`src/logic/sast_defines.svh`:
```
// timing and field constants for the converter sequencing and serial port block
`ifndef SAST_DEFINES_SVH
`define SAST_DEFINES_SVH
`define SAST_CLK_NS          10
`define SAST_CAL_CYCLES      13'd4944
`define SAST_AZ_CYCLES       13'd76
`define SAST_SYNC_CYCLES     13'd2
`define SAST_CONV12_CYCLES   13'd44
`define SAST_CONV8_CYCLES    13'd21
`define SAST_PU_TIME_US      250
`define SAST_PU_CYCLES       (`SAST_PU_TIME_US * 1000 / `SAST_CLK_NS)
`define SAST_PU_CNT_W        15
`define SAST_CMD_BITS        5'd8
`define SAST_DATA_BITS       5'd16
`define SAST_CONVERT_STROBE_WIN_SK     4'd8
`define SAST_ACQ_6           6'd6
`define SAST_ACQ_10          6'd10
`define SAST_ACQ_18          6'd18
`define SAST_ACQ_34          6'd34
`define SAST_CMD_CAL         8'h08
`define SAST_CMD_AZ          8'h09
`define SAST_CMD_PWRUP       8'h0A
`define SAST_CMD_PWRDN       8'h0B
`endif

```
`src/logic/sast_pkg.sv`:
```
// types for the converter sequencing and serial port block
package sast_pkg;
  typedef enum logic [2:0] {
    SAST_IDLE, SAST_SYNC, SAST_CAL, SAST_AZ, SAST_ACQ, SAST_CONVERT_STROBE, SAST_PDOWN, SAST_WAKE
  } sast_seq_t;
  typedef logic [1:0] sast_acq_sel_t;
endpackage

```
`src/logic/sast_top.sv`:
```
// converter sequencing timing and synchronous serial port, device side
`timescale 1ns/1ns
`include "sast_defines.svh"
module sast_top #(
  parameter int unsigned PU_CYCLES = `SAST_PU_CYCLES
) (
  input  wire logic                   clk_sys_i,
  input  wire logic                   srst_i,
  input  wire logic                   conversion_clock_i,
  input  wire logic                   sclk_i,
  input  wire logic                   cs_n_i,
  input  wire logic                   serial_in_i,
  input  wire logic                   convert_strobe_i,
  input  wire logic                   powerdown_pin_i,
  input  wire logic                   res8_i,
  input  wire sast_pkg::sast_acq_sel_t acq_sel_i,
  input  wire logic [15:0]            result_i,
  output logic                        sdo_o,
  output logic                        sdo_oe_o,
  output logic                        output_ready_flag_o,
  output logic                        eoc_o,
  output logic                        sample_o,
  output logic                        result_bad_o
);
  import sast_pkg::*;

  logic ck_q, ck_rise, sk_q, sk_rise, sk_fall, cs_q, cs_rise, cs_fall;
  logic di_q, cv_q, pd_q, pd_rise, pd_fall;

  sast_sync u_ck (.clk_sys_i(clk_sys_i), .srst_i(srst_i), .d_i(conversion_clock_i),
                  .q_o(ck_q), .rise_o(ck_rise), .fall_o());
  sast_sync u_sk (.clk_sys_i(clk_sys_i), .srst_i(srst_i), .d_i(sclk_i),
                  .q_o(sk_q), .rise_o(sk_rise), .fall_o(sk_fall));
  // select and strobe idle high
  sast_sync #(.RST_VAL(1'b1)) u_cs (.clk_sys_i(clk_sys_i), .srst_i(srst_i), .d_i(cs_n_i),
                  .q_o(cs_q), .rise_o(cs_rise), .fall_o(cs_fall));
  sast_sync u_di (.clk_sys_i(clk_sys_i), .srst_i(srst_i), .d_i(serial_in_i),
                  .q_o(di_q), .rise_o(), .fall_o());
  sast_sync #(.RST_VAL(1'b1)) u_cv (.clk_sys_i(clk_sys_i), .srst_i(srst_i), .d_i(convert_strobe_i),
                  .q_o(cv_q), .rise_o(), .fall_o());
  sast_sync u_pd (.clk_sys_i(clk_sys_i), .srst_i(srst_i), .d_i(powerdown_pin_i),
                  .q_o(pd_q), .rise_o(pd_rise), .fall_o(pd_fall));

  typedef struct packed {
    sast_seq_t                  seq;
    logic [12:0]                ck_cnt;
    logic [`SAST_PU_CNT_W-1:0]  pu_cnt;
    logic                       cal_req;
    logic                       az_req;
    logic                       pu_req;
    logic                       sw_pd;
    logic [4:0]                 bit_cnt;
    logic [7:0]                 cmd;
    logic [15:0]                shreg;
    logic [3:0]                 cv_cnt;
    logic                       cv_seen;
    logic                       sdo;
    logic                       sdo_oe;
    logic                       output_ready_flag;
    logic                       eoc;
    logic                       sample;
    logic                       bad;
  } sast_st_t;

  sast_st_t st, next_st;
  logic [5:0] acq_len;

  always_comb begin
    unique case (acq_sel_i)
      2'h0: acq_len = `SAST_ACQ_6;
      2'h1: acq_len = `SAST_ACQ_10;
      2'h2: acq_len = `SAST_ACQ_18;
      2'h3: acq_len = `SAST_ACQ_34;
    endcase
  end

  always_comb begin
    next_st = st;
    // serial side: select edges and shifting
    if (cs_fall) begin
      next_st.sdo_oe  = 1'b1;
      next_st.sdo     = st.shreg[15];
      next_st.output_ready_flag     = 1'b0;
      next_st.bit_cnt = '0;
      next_st.cv_cnt  = '0;
      next_st.cv_seen = 1'b0;
    end else if (cs_rise) begin
      next_st.sdo_oe = 1'b0;
    end else if (!cs_q) begin
      if (sk_rise) begin
        next_st.cmd = {st.cmd[6:0], di_q};
        if (st.cv_cnt < `SAST_CONVERT_STROBE_WIN_SK) begin
          next_st.cv_cnt = st.cv_cnt + 4'h1;
          // active-low strobe sampled once, on the last rise of its window
          if (st.cv_cnt == `SAST_CONVERT_STROBE_WIN_SK - 4'h1 && !cv_q) begin
            next_st.cv_seen = 1'b1;
          end
        end
      end
      if (sk_fall && st.bit_cnt < `SAST_DATA_BITS) begin
        next_st.shreg   = {st.shreg[14:0], 1'b0};
        next_st.sdo     = st.shreg[14];
        next_st.bit_cnt = st.bit_cnt + 5'd1;
        if (st.bit_cnt == `SAST_CMD_BITS - 5'd1) begin
          // command complete on this falling edge
          if (st.cmd == `SAST_CMD_CAL) next_st.cal_req = 1'b1;
          if (st.cmd == `SAST_CMD_AZ) next_st.az_req = 1'b1;
          if (st.cmd == `SAST_CMD_PWRUP) begin
            next_st.sw_pd  = 1'b0;
            next_st.pu_req = 1'b1;
          end
          if (st.cmd == `SAST_CMD_PWRDN) next_st.sw_pd = 1'b1;
          // ready flag back high once command shifting is done
          next_st.output_ready_flag = 1'b1;
        end
      end
    end
    // conversion sequencer, paced by conversion clock rising edges; the wake count runs on clk_sys_i cycles
    if (pd_rise) begin
      if (st.seq == SAST_CONVERT_STROBE || st.seq == SAST_ACQ) begin
        next_st.bad = 1'b1;
      end
      next_st.seq    = SAST_PDOWN;
      next_st.eoc    = 1'b0;
      next_st.sample = 1'b0;
    end else if (pd_fall) begin
      next_st.seq    = SAST_WAKE;
      next_st.pu_cnt = '0;
    end else begin
      unique case (st.seq)
        SAST_PDOWN: begin
          if (st.pu_req && !pd_q) begin
            next_st.seq    = SAST_WAKE;
            next_st.pu_cnt = '0;
          end
        end
        SAST_WAKE: begin
          next_st.pu_req = 1'b0;
          next_st.pu_cnt = st.pu_cnt + `SAST_PU_CNT_W'(1);
          // fixed wake time well inside the power-up limit
          if (st.pu_cnt == `SAST_PU_CNT_W'(PU_CYCLES / 2)) begin
            next_st.eoc = 1'b1;
            next_st.seq = SAST_IDLE;
          end
        end
        SAST_IDLE: begin
          if (st.sw_pd) begin
            next_st.seq = SAST_PDOWN;
            next_st.eoc = 1'b0;
          end else if (st.cal_req || st.az_req) begin
            next_st.seq    = SAST_SYNC;
            next_st.ck_cnt = '0;
          end else if (st.cv_seen) begin
            // strobe seen low in its window: start sampling
            next_st.cv_seen = 1'b0;
            next_st.seq     = SAST_ACQ;
            next_st.ck_cnt  = '0;
            next_st.sample  = 1'b1;
            next_st.eoc     = 1'b0;
            next_st.bad     = 1'b0;
          end
        end
        SAST_SYNC: begin
          if (ck_rise) begin
            next_st.ck_cnt = st.ck_cnt + 13'd1;
            if (st.ck_cnt == `SAST_SYNC_CYCLES) begin
              next_st.ck_cnt = '0;
              next_st.seq    = st.cal_req ? SAST_CAL : SAST_AZ;
              next_st.eoc    = 1'b0;
            end
          end
        end
        SAST_CAL, SAST_AZ: begin
          if (ck_rise) begin
            next_st.ck_cnt = st.ck_cnt + 13'd1;
            if (st.ck_cnt == (st.seq == SAST_CAL ? `SAST_CAL_CYCLES : `SAST_AZ_CYCLES) - 13'd1) begin
              next_st.seq     = SAST_IDLE;
              next_st.cal_req = 1'b0;
              next_st.az_req  = 1'b0;
              next_st.eoc     = 1'b1;
            end
          end
        end
        SAST_ACQ: begin
          if (ck_rise) begin
            next_st.ck_cnt = st.ck_cnt + 13'd1;
            if (st.ck_cnt == {7'h00, acq_len} - 13'd1) begin
              next_st.sample = 1'b0;
              next_st.ck_cnt = '0;
              next_st.seq    = SAST_CONVERT_STROBE;
            end
          end
        end
        SAST_CONVERT_STROBE: begin
          if (ck_rise) begin
            next_st.ck_cnt = st.ck_cnt + 13'd1;
            if (st.ck_cnt == (res8_i ? `SAST_CONV8_CYCLES : `SAST_CONV12_CYCLES) - 13'd1) begin
              next_st.seq = SAST_IDLE;
              next_st.eoc = 1'b1;
              if (cs_q) next_st.shreg = result_i; // load only between transfers
            end
          end
        end
      endcase
    end
  end

  always_ff @(posedge clk_sys_i) begin
    if (srst_i) begin
      st     <= '0;
      st.seq <= SAST_IDLE;
      st.output_ready_flag <= 1'b1;
      st.eoc <= 1'b1;
    end else begin
      st <= next_st;
    end
  end

  assign sdo_o               = st.sdo;
  assign sdo_oe_o            = st.sdo_oe;
  assign output_ready_flag_o = st.output_ready_flag;
  assign eoc_o               = st.eoc;
  assign sample_o            = st.sample;
  assign result_bad_o        = st.bad;

  // conversion clock edges seen during a sampling window
  logic [5:0] acq_edges;
  always_ff @(posedge clk_sys_i) begin
    if (srst_i || !st.sample) begin
      acq_edges <= '0;
    end else if (ck_rise) begin
      acq_edges <= acq_edges + 6'd1;
    end
  end
endmodule // sast_top

```
`src/logic/sast_sync.sv`:
```
// two-flop synchroniser with edge detection on the second stage
`timescale 1ns/1ns
module sast_sync #(
  parameter logic RST_VAL = 1'b0
) (
  input  wire logic clk_sys_i,
  input  wire logic srst_i,
  input  wire logic d_i,
  output logic      q_o,
  output logic      rise_o,
  output logic      fall_o
);
  typedef struct packed {
    logic s1;
    logic s2;
    logic s3;
  } sast_sync_st_t;
  sast_sync_st_t st, next_st;
  always_comb begin
    next_st    = st;
    next_st.s1 = d_i;
    next_st.s2 = st.s1;
    next_st.s3 = st.s2;
  end
  always_ff @(posedge clk_sys_i) begin
    if (srst_i) begin
      // reset to the pin's idle level so no false edge follows reset
      st <= '{s1: RST_VAL, s2: RST_VAL, s3: RST_VAL};
    end else begin
      st <= next_st;
    end
  end
  assign q_o    = st.s2;
  assign rise_o = st.s2 & ~st.s3;
  assign fall_o = ~st.s2 & st.s3;
endmodule // sast_sync

```
`config.mk`:
```
export PLATFORM = sky130hd
export DESIGN_NAME = sast_top
export DESIGN_NICKNAME = d
export VERILOG_FILES = /design/src/logic/sast_pkg.sv /design/src/logic/sast_top.sv /design/src/logic/sast_sync.sv
export VERILOG_INCLUDE_DIRS = /design/src /design/src/logic
export SDC_FILE = /design/constraint.sdc
export NUM_CORES = 1
export LEC_CHECK = 0
export ABC_AREA = 1
export BUFFER_PORTS_ARGS = -buffer_cell sky130_fd_sc_hd__buf_2
export CORE_MARGIN = 1
export CORE_UTILIZATION = 50
export CTS_CLUSTER_SIZE = 14
export DETAILED_ROUTE_END_ITERATION = 8
export HOLD_SLACK_MARGIN = 0.06
export PLACE_DENSITY_LB_ADDON = 0.08
export REMOVE_ABC_BUFFERS = 1
export SYNTH_ARGS = -nofsm -noshare
export SYNTH_HDL_FRONTEND = slang
export SYNTH_SLANG_ARGS = --single-unit
```
`constraint.sdc`:
```
create_clock -name clk_sys_i -period 2.1 [get_ports clk_sys_i]
set_clock_uncertainty 0.15 [all_clocks]
set_input_delay 0.42 -clock clk_sys_i [delete_from_list [all_inputs] [get_ports clk_sys_i]]
set_output_delay 0.42 -clock clk_sys_i [all_outputs]
set_load 0.01 [all_outputs]
```
==> run_results.csv <==
group,metric,value,unit
yosys,synth-edff-count,0,
power,p_total,4.34,mW
worst_setup_path,crit_type,"flip-flop to flip-flop",
worst_setup_path,r2r_slack,0.16,ns
floorplanning,fp.dieArea,0.00928,mm²
worst_setup_path,worstPathMaxFanout,15,
routing,drt_iter0_drc,152,
worst_setup_path,cp.required,2.23,ns
worst_hold_path,hold_class,"input port to flip-flop",
grt,antenna_found_initial,0,
layout,final_common_cell,"nor2_1",
routing,via_count,4113,
yosys,synthesis.area,0.00445,mm²
power,leakage,2.16,nW
sta,post-route-period-util,92.3,%
floorplanning,core_area,0.00868,mm²
yosys,synth_area_leader_cell,"dfxtp_1",
layout,multi_input_area,0.00228,mm²
worst_setup_path,start_kind,"flip-flop",
clock_tree,worstSkewPairLatency,0.37,ns
yosys,yosysSeqAreaShare,41.0,%
routing,viasPerCell,5.14,
yosys,ys_async_sr_fraction,0,%
grt,grt_pass1_vias,3644,
layout,nFillCells,873,
sta,slew_headroom,60.0,%
layout,n_antenna_cell,0,
layout,fin_util,59.0,%
worst_setup_path,max_stage_delay,0.35,ns
routing,drc,0,
placement,gp_congestion,0.882,
layout,fin_nets,726,
floorplanning,die_h,96.3,µm
worst_setup_path,critPathArrivalTime,2.07,ns
grt,grt_pass1_wl,16.1,mm
worst_setup_path,critPathTopFamily,"buffers and inverters",
yosys,ys_types,35,
routing,drt_pass1_iterations,7,
sta,timing.fmax,0.516,GHz
sta,min_period,1.94,ns
power,ir_drop,0.000474,V
yosys,yosysWarnings,0,
layout,area_growth,15.0,%
yosys,syn_inst,640,
sta,drv_slew,0,
sta,whs,0.0816,ns
placement,dp_hpwl,7.10,mm
layout,drive_gt1_share,14.9,%
worst_setup_path,end_kind,"flip-flop",
layout,final_cell_mix,"nor2_1 (123), nand2_1 (113), dfxtp_1 (85), inv_1 (79), nand3_1 (38)",
clock_tree,clkSinkCount,91,
floorplanning,die_w,96.3,µm
clock_tree,cts_buffers,9,
clock_tree,root_buffer,"clkbuf_8",
run,maxCapViolCount,0,
floorplanning,rows,34,
sta,finalSetupViolCount,0,
power,powerDensity,849,mW/mm²
routing,wl,9.67,mm
sta,hold_viol,0,
yosys,avgSynthCellArea,6.95,µm²
placement,portBuffers,32,
sta,worstMarginPinSlew,0.592,ns
grt,grt_usage,22.2,%
grt,grt_overflow,0,
clock_tree,cts.reportedPaths.clkPinSlew,0.09,ns
clock_tree,clk_path_buf_depth,2,
worst_setup_path,crit_buf_inv,4,
layout,largest_reg_flops,69,
yosys,synth_top_cell_area_share,41.0,%
placement,place_area,0.00483,mm²
worst_setup_path,cp_cell_sequence,"inv_1 > ha_1 > inv_1 > nand2_1 > inv_1 > nand2_1 > nor2_1 > buf_4 > nand2_1 > a311oi_2",
sta,setup_tns,0,ns
status,status,"finished clean",
routing,wire_per_inst,12.1,µm
worst_setup_path,slowest_stage,"dfxtp_1",
routing,ant_nets,0,
layout,ff_latch_area,0.00183,mm²
clock_tree,cts_tree,"built",
yosys,yosys_most_used_dff,"dfxtp_1",
floorplanning,num_io_pins,33,
grt,grt_max_degree,33,
layout,final_cell_area,0.00512,mm²
layout,regMostFlops,"st",
yosys,ys_ff_latch,91,
yosys,synth_area_leaders,"dfxtp_1 (41%), nor2_1 (11%), nand2_1 (9.5%)",
clock_tree,htreeDepth,3,
floorplanning,start_util,51.3,%
==> cell families (layout without fill, tap and decap cells) <==
| group | Yosys count | count (layout) | synth area share (%) |
|---|---|---|---|
| compound gates | 97 | 97 | 13.1 |
| xor+xnor | 10 | 10 | 1.97 |
| fa+ha+maj | 12 | 12 | 3.38 |
| buf+inv | 101 | 153 | 9.06 |
| flops | 91 | 91 | 41.0 |
| simple gates | 329 | 329 | 31.6 |
==> synthesized netlist by cell type, types with 2 or more instances <==
| cell type | count |
|---|---|
| a21oi_1 | 35 |
| a311oi_1 | 16 |
| a31oi_1 | 5 |
| and3_1 | 3 |
| buf_2 | 2 |
| buf_4 | 3 |
| clkbuf_1 | 11 |
| dfxtp_1 | 91 |
| ha_1 | 12 |
| inv_1 | 81 |
| inv_2 | 2 |
| nand2_1 | 113 |
| nand2_2 | 3 |
| nand3_1 | 40 |
| nand4_1 | 6 |
| nor2_1 | 126 |
| nor2_4 | 2 |
| nor3_1 | 24 |
| nor4_1 | 3 |
| o211ai_1 | 3 |
| o21ai_0 | 32 |
| or2_2 | 6 |
| xor2_1 | 9 |
==> area by class of cell <==
cell class	count	area share, %
well taps	108	2.64
multi-input cells	448	44.5
repair buffers	53	6.53
clock buffers	10	2.49
clock inverters	6	1.86
inverters	84	6.21
flip-flops and latches	91	35.7
==> metrics by stage <==
| stage | instances | setup WS, ns |
|---|---|---|
| after floorplan | 623 | -0.245 |
| after global placement | 784 | 0.165 |
| after detailed placement | 784 | 0.0919 |
| after CTS | 800 | 0.0632 |
| after global routing | 800 | -0.0207 |
| final | 800 | 0.161 |
==> report_power, final <==
part	total [mW]	switching [mW]	internal, mW
registers	1.89	0.0797	1.81
logic	1.11	0.684	0.431
clock network	1.34	0.660	0.683
total	4.34	1.42	2.92
==> final timing paths <==
check,startpoint,endpoint,depth (start not counted)
worst min-delay path,cs_n_i,u_cs.next_st[1],2
worst max-delay path,u_cs.st[0],st[25],10
worst max register to register,u_cs.st[0],st[25],10
worst min register to register,u_ck.next_st[1],u_ck.q_o,2
==> worst reg2reg max path: stages, from the launching register on <==
cell and delay, ns:
dfxtp_1 0.35, inv_1 0.06, ha_1 0.20, inv_1 0.11, nand2_1 0.10, inv_1 0.07
nand2_1 0.07, nor2_1 0.16, buf_4 0.23, nand2_1 0.10, a311oi_2 0.27
==> metal layers <==
metal / part of all wire [%] / GRT usage, % / vias to the layer above / wire length (µm)
met2: 46 / 36.5 / 70 / 4490
met5: 0 / 0 / - / 0
met3: 3.4 / 4.58 / 16 / 326
met4: 1.5 / 7.72 / 0 / 142
met1: 49 / 28.7 / 1855 / 4710
li1: - / - / 2172 / -
==> repair_timing <==
| action | 4_1_cts | 5_1_grt |
|---|---|---|
| hold buffers | 0 | 0 |
| endpoints found under the setup margin | 0 | 29 |
| buffers inserted | 0 | 0 |
| gates resized for setup | 0 | 20 |
No activity file was read; power rests on OpenSTA's default activity.
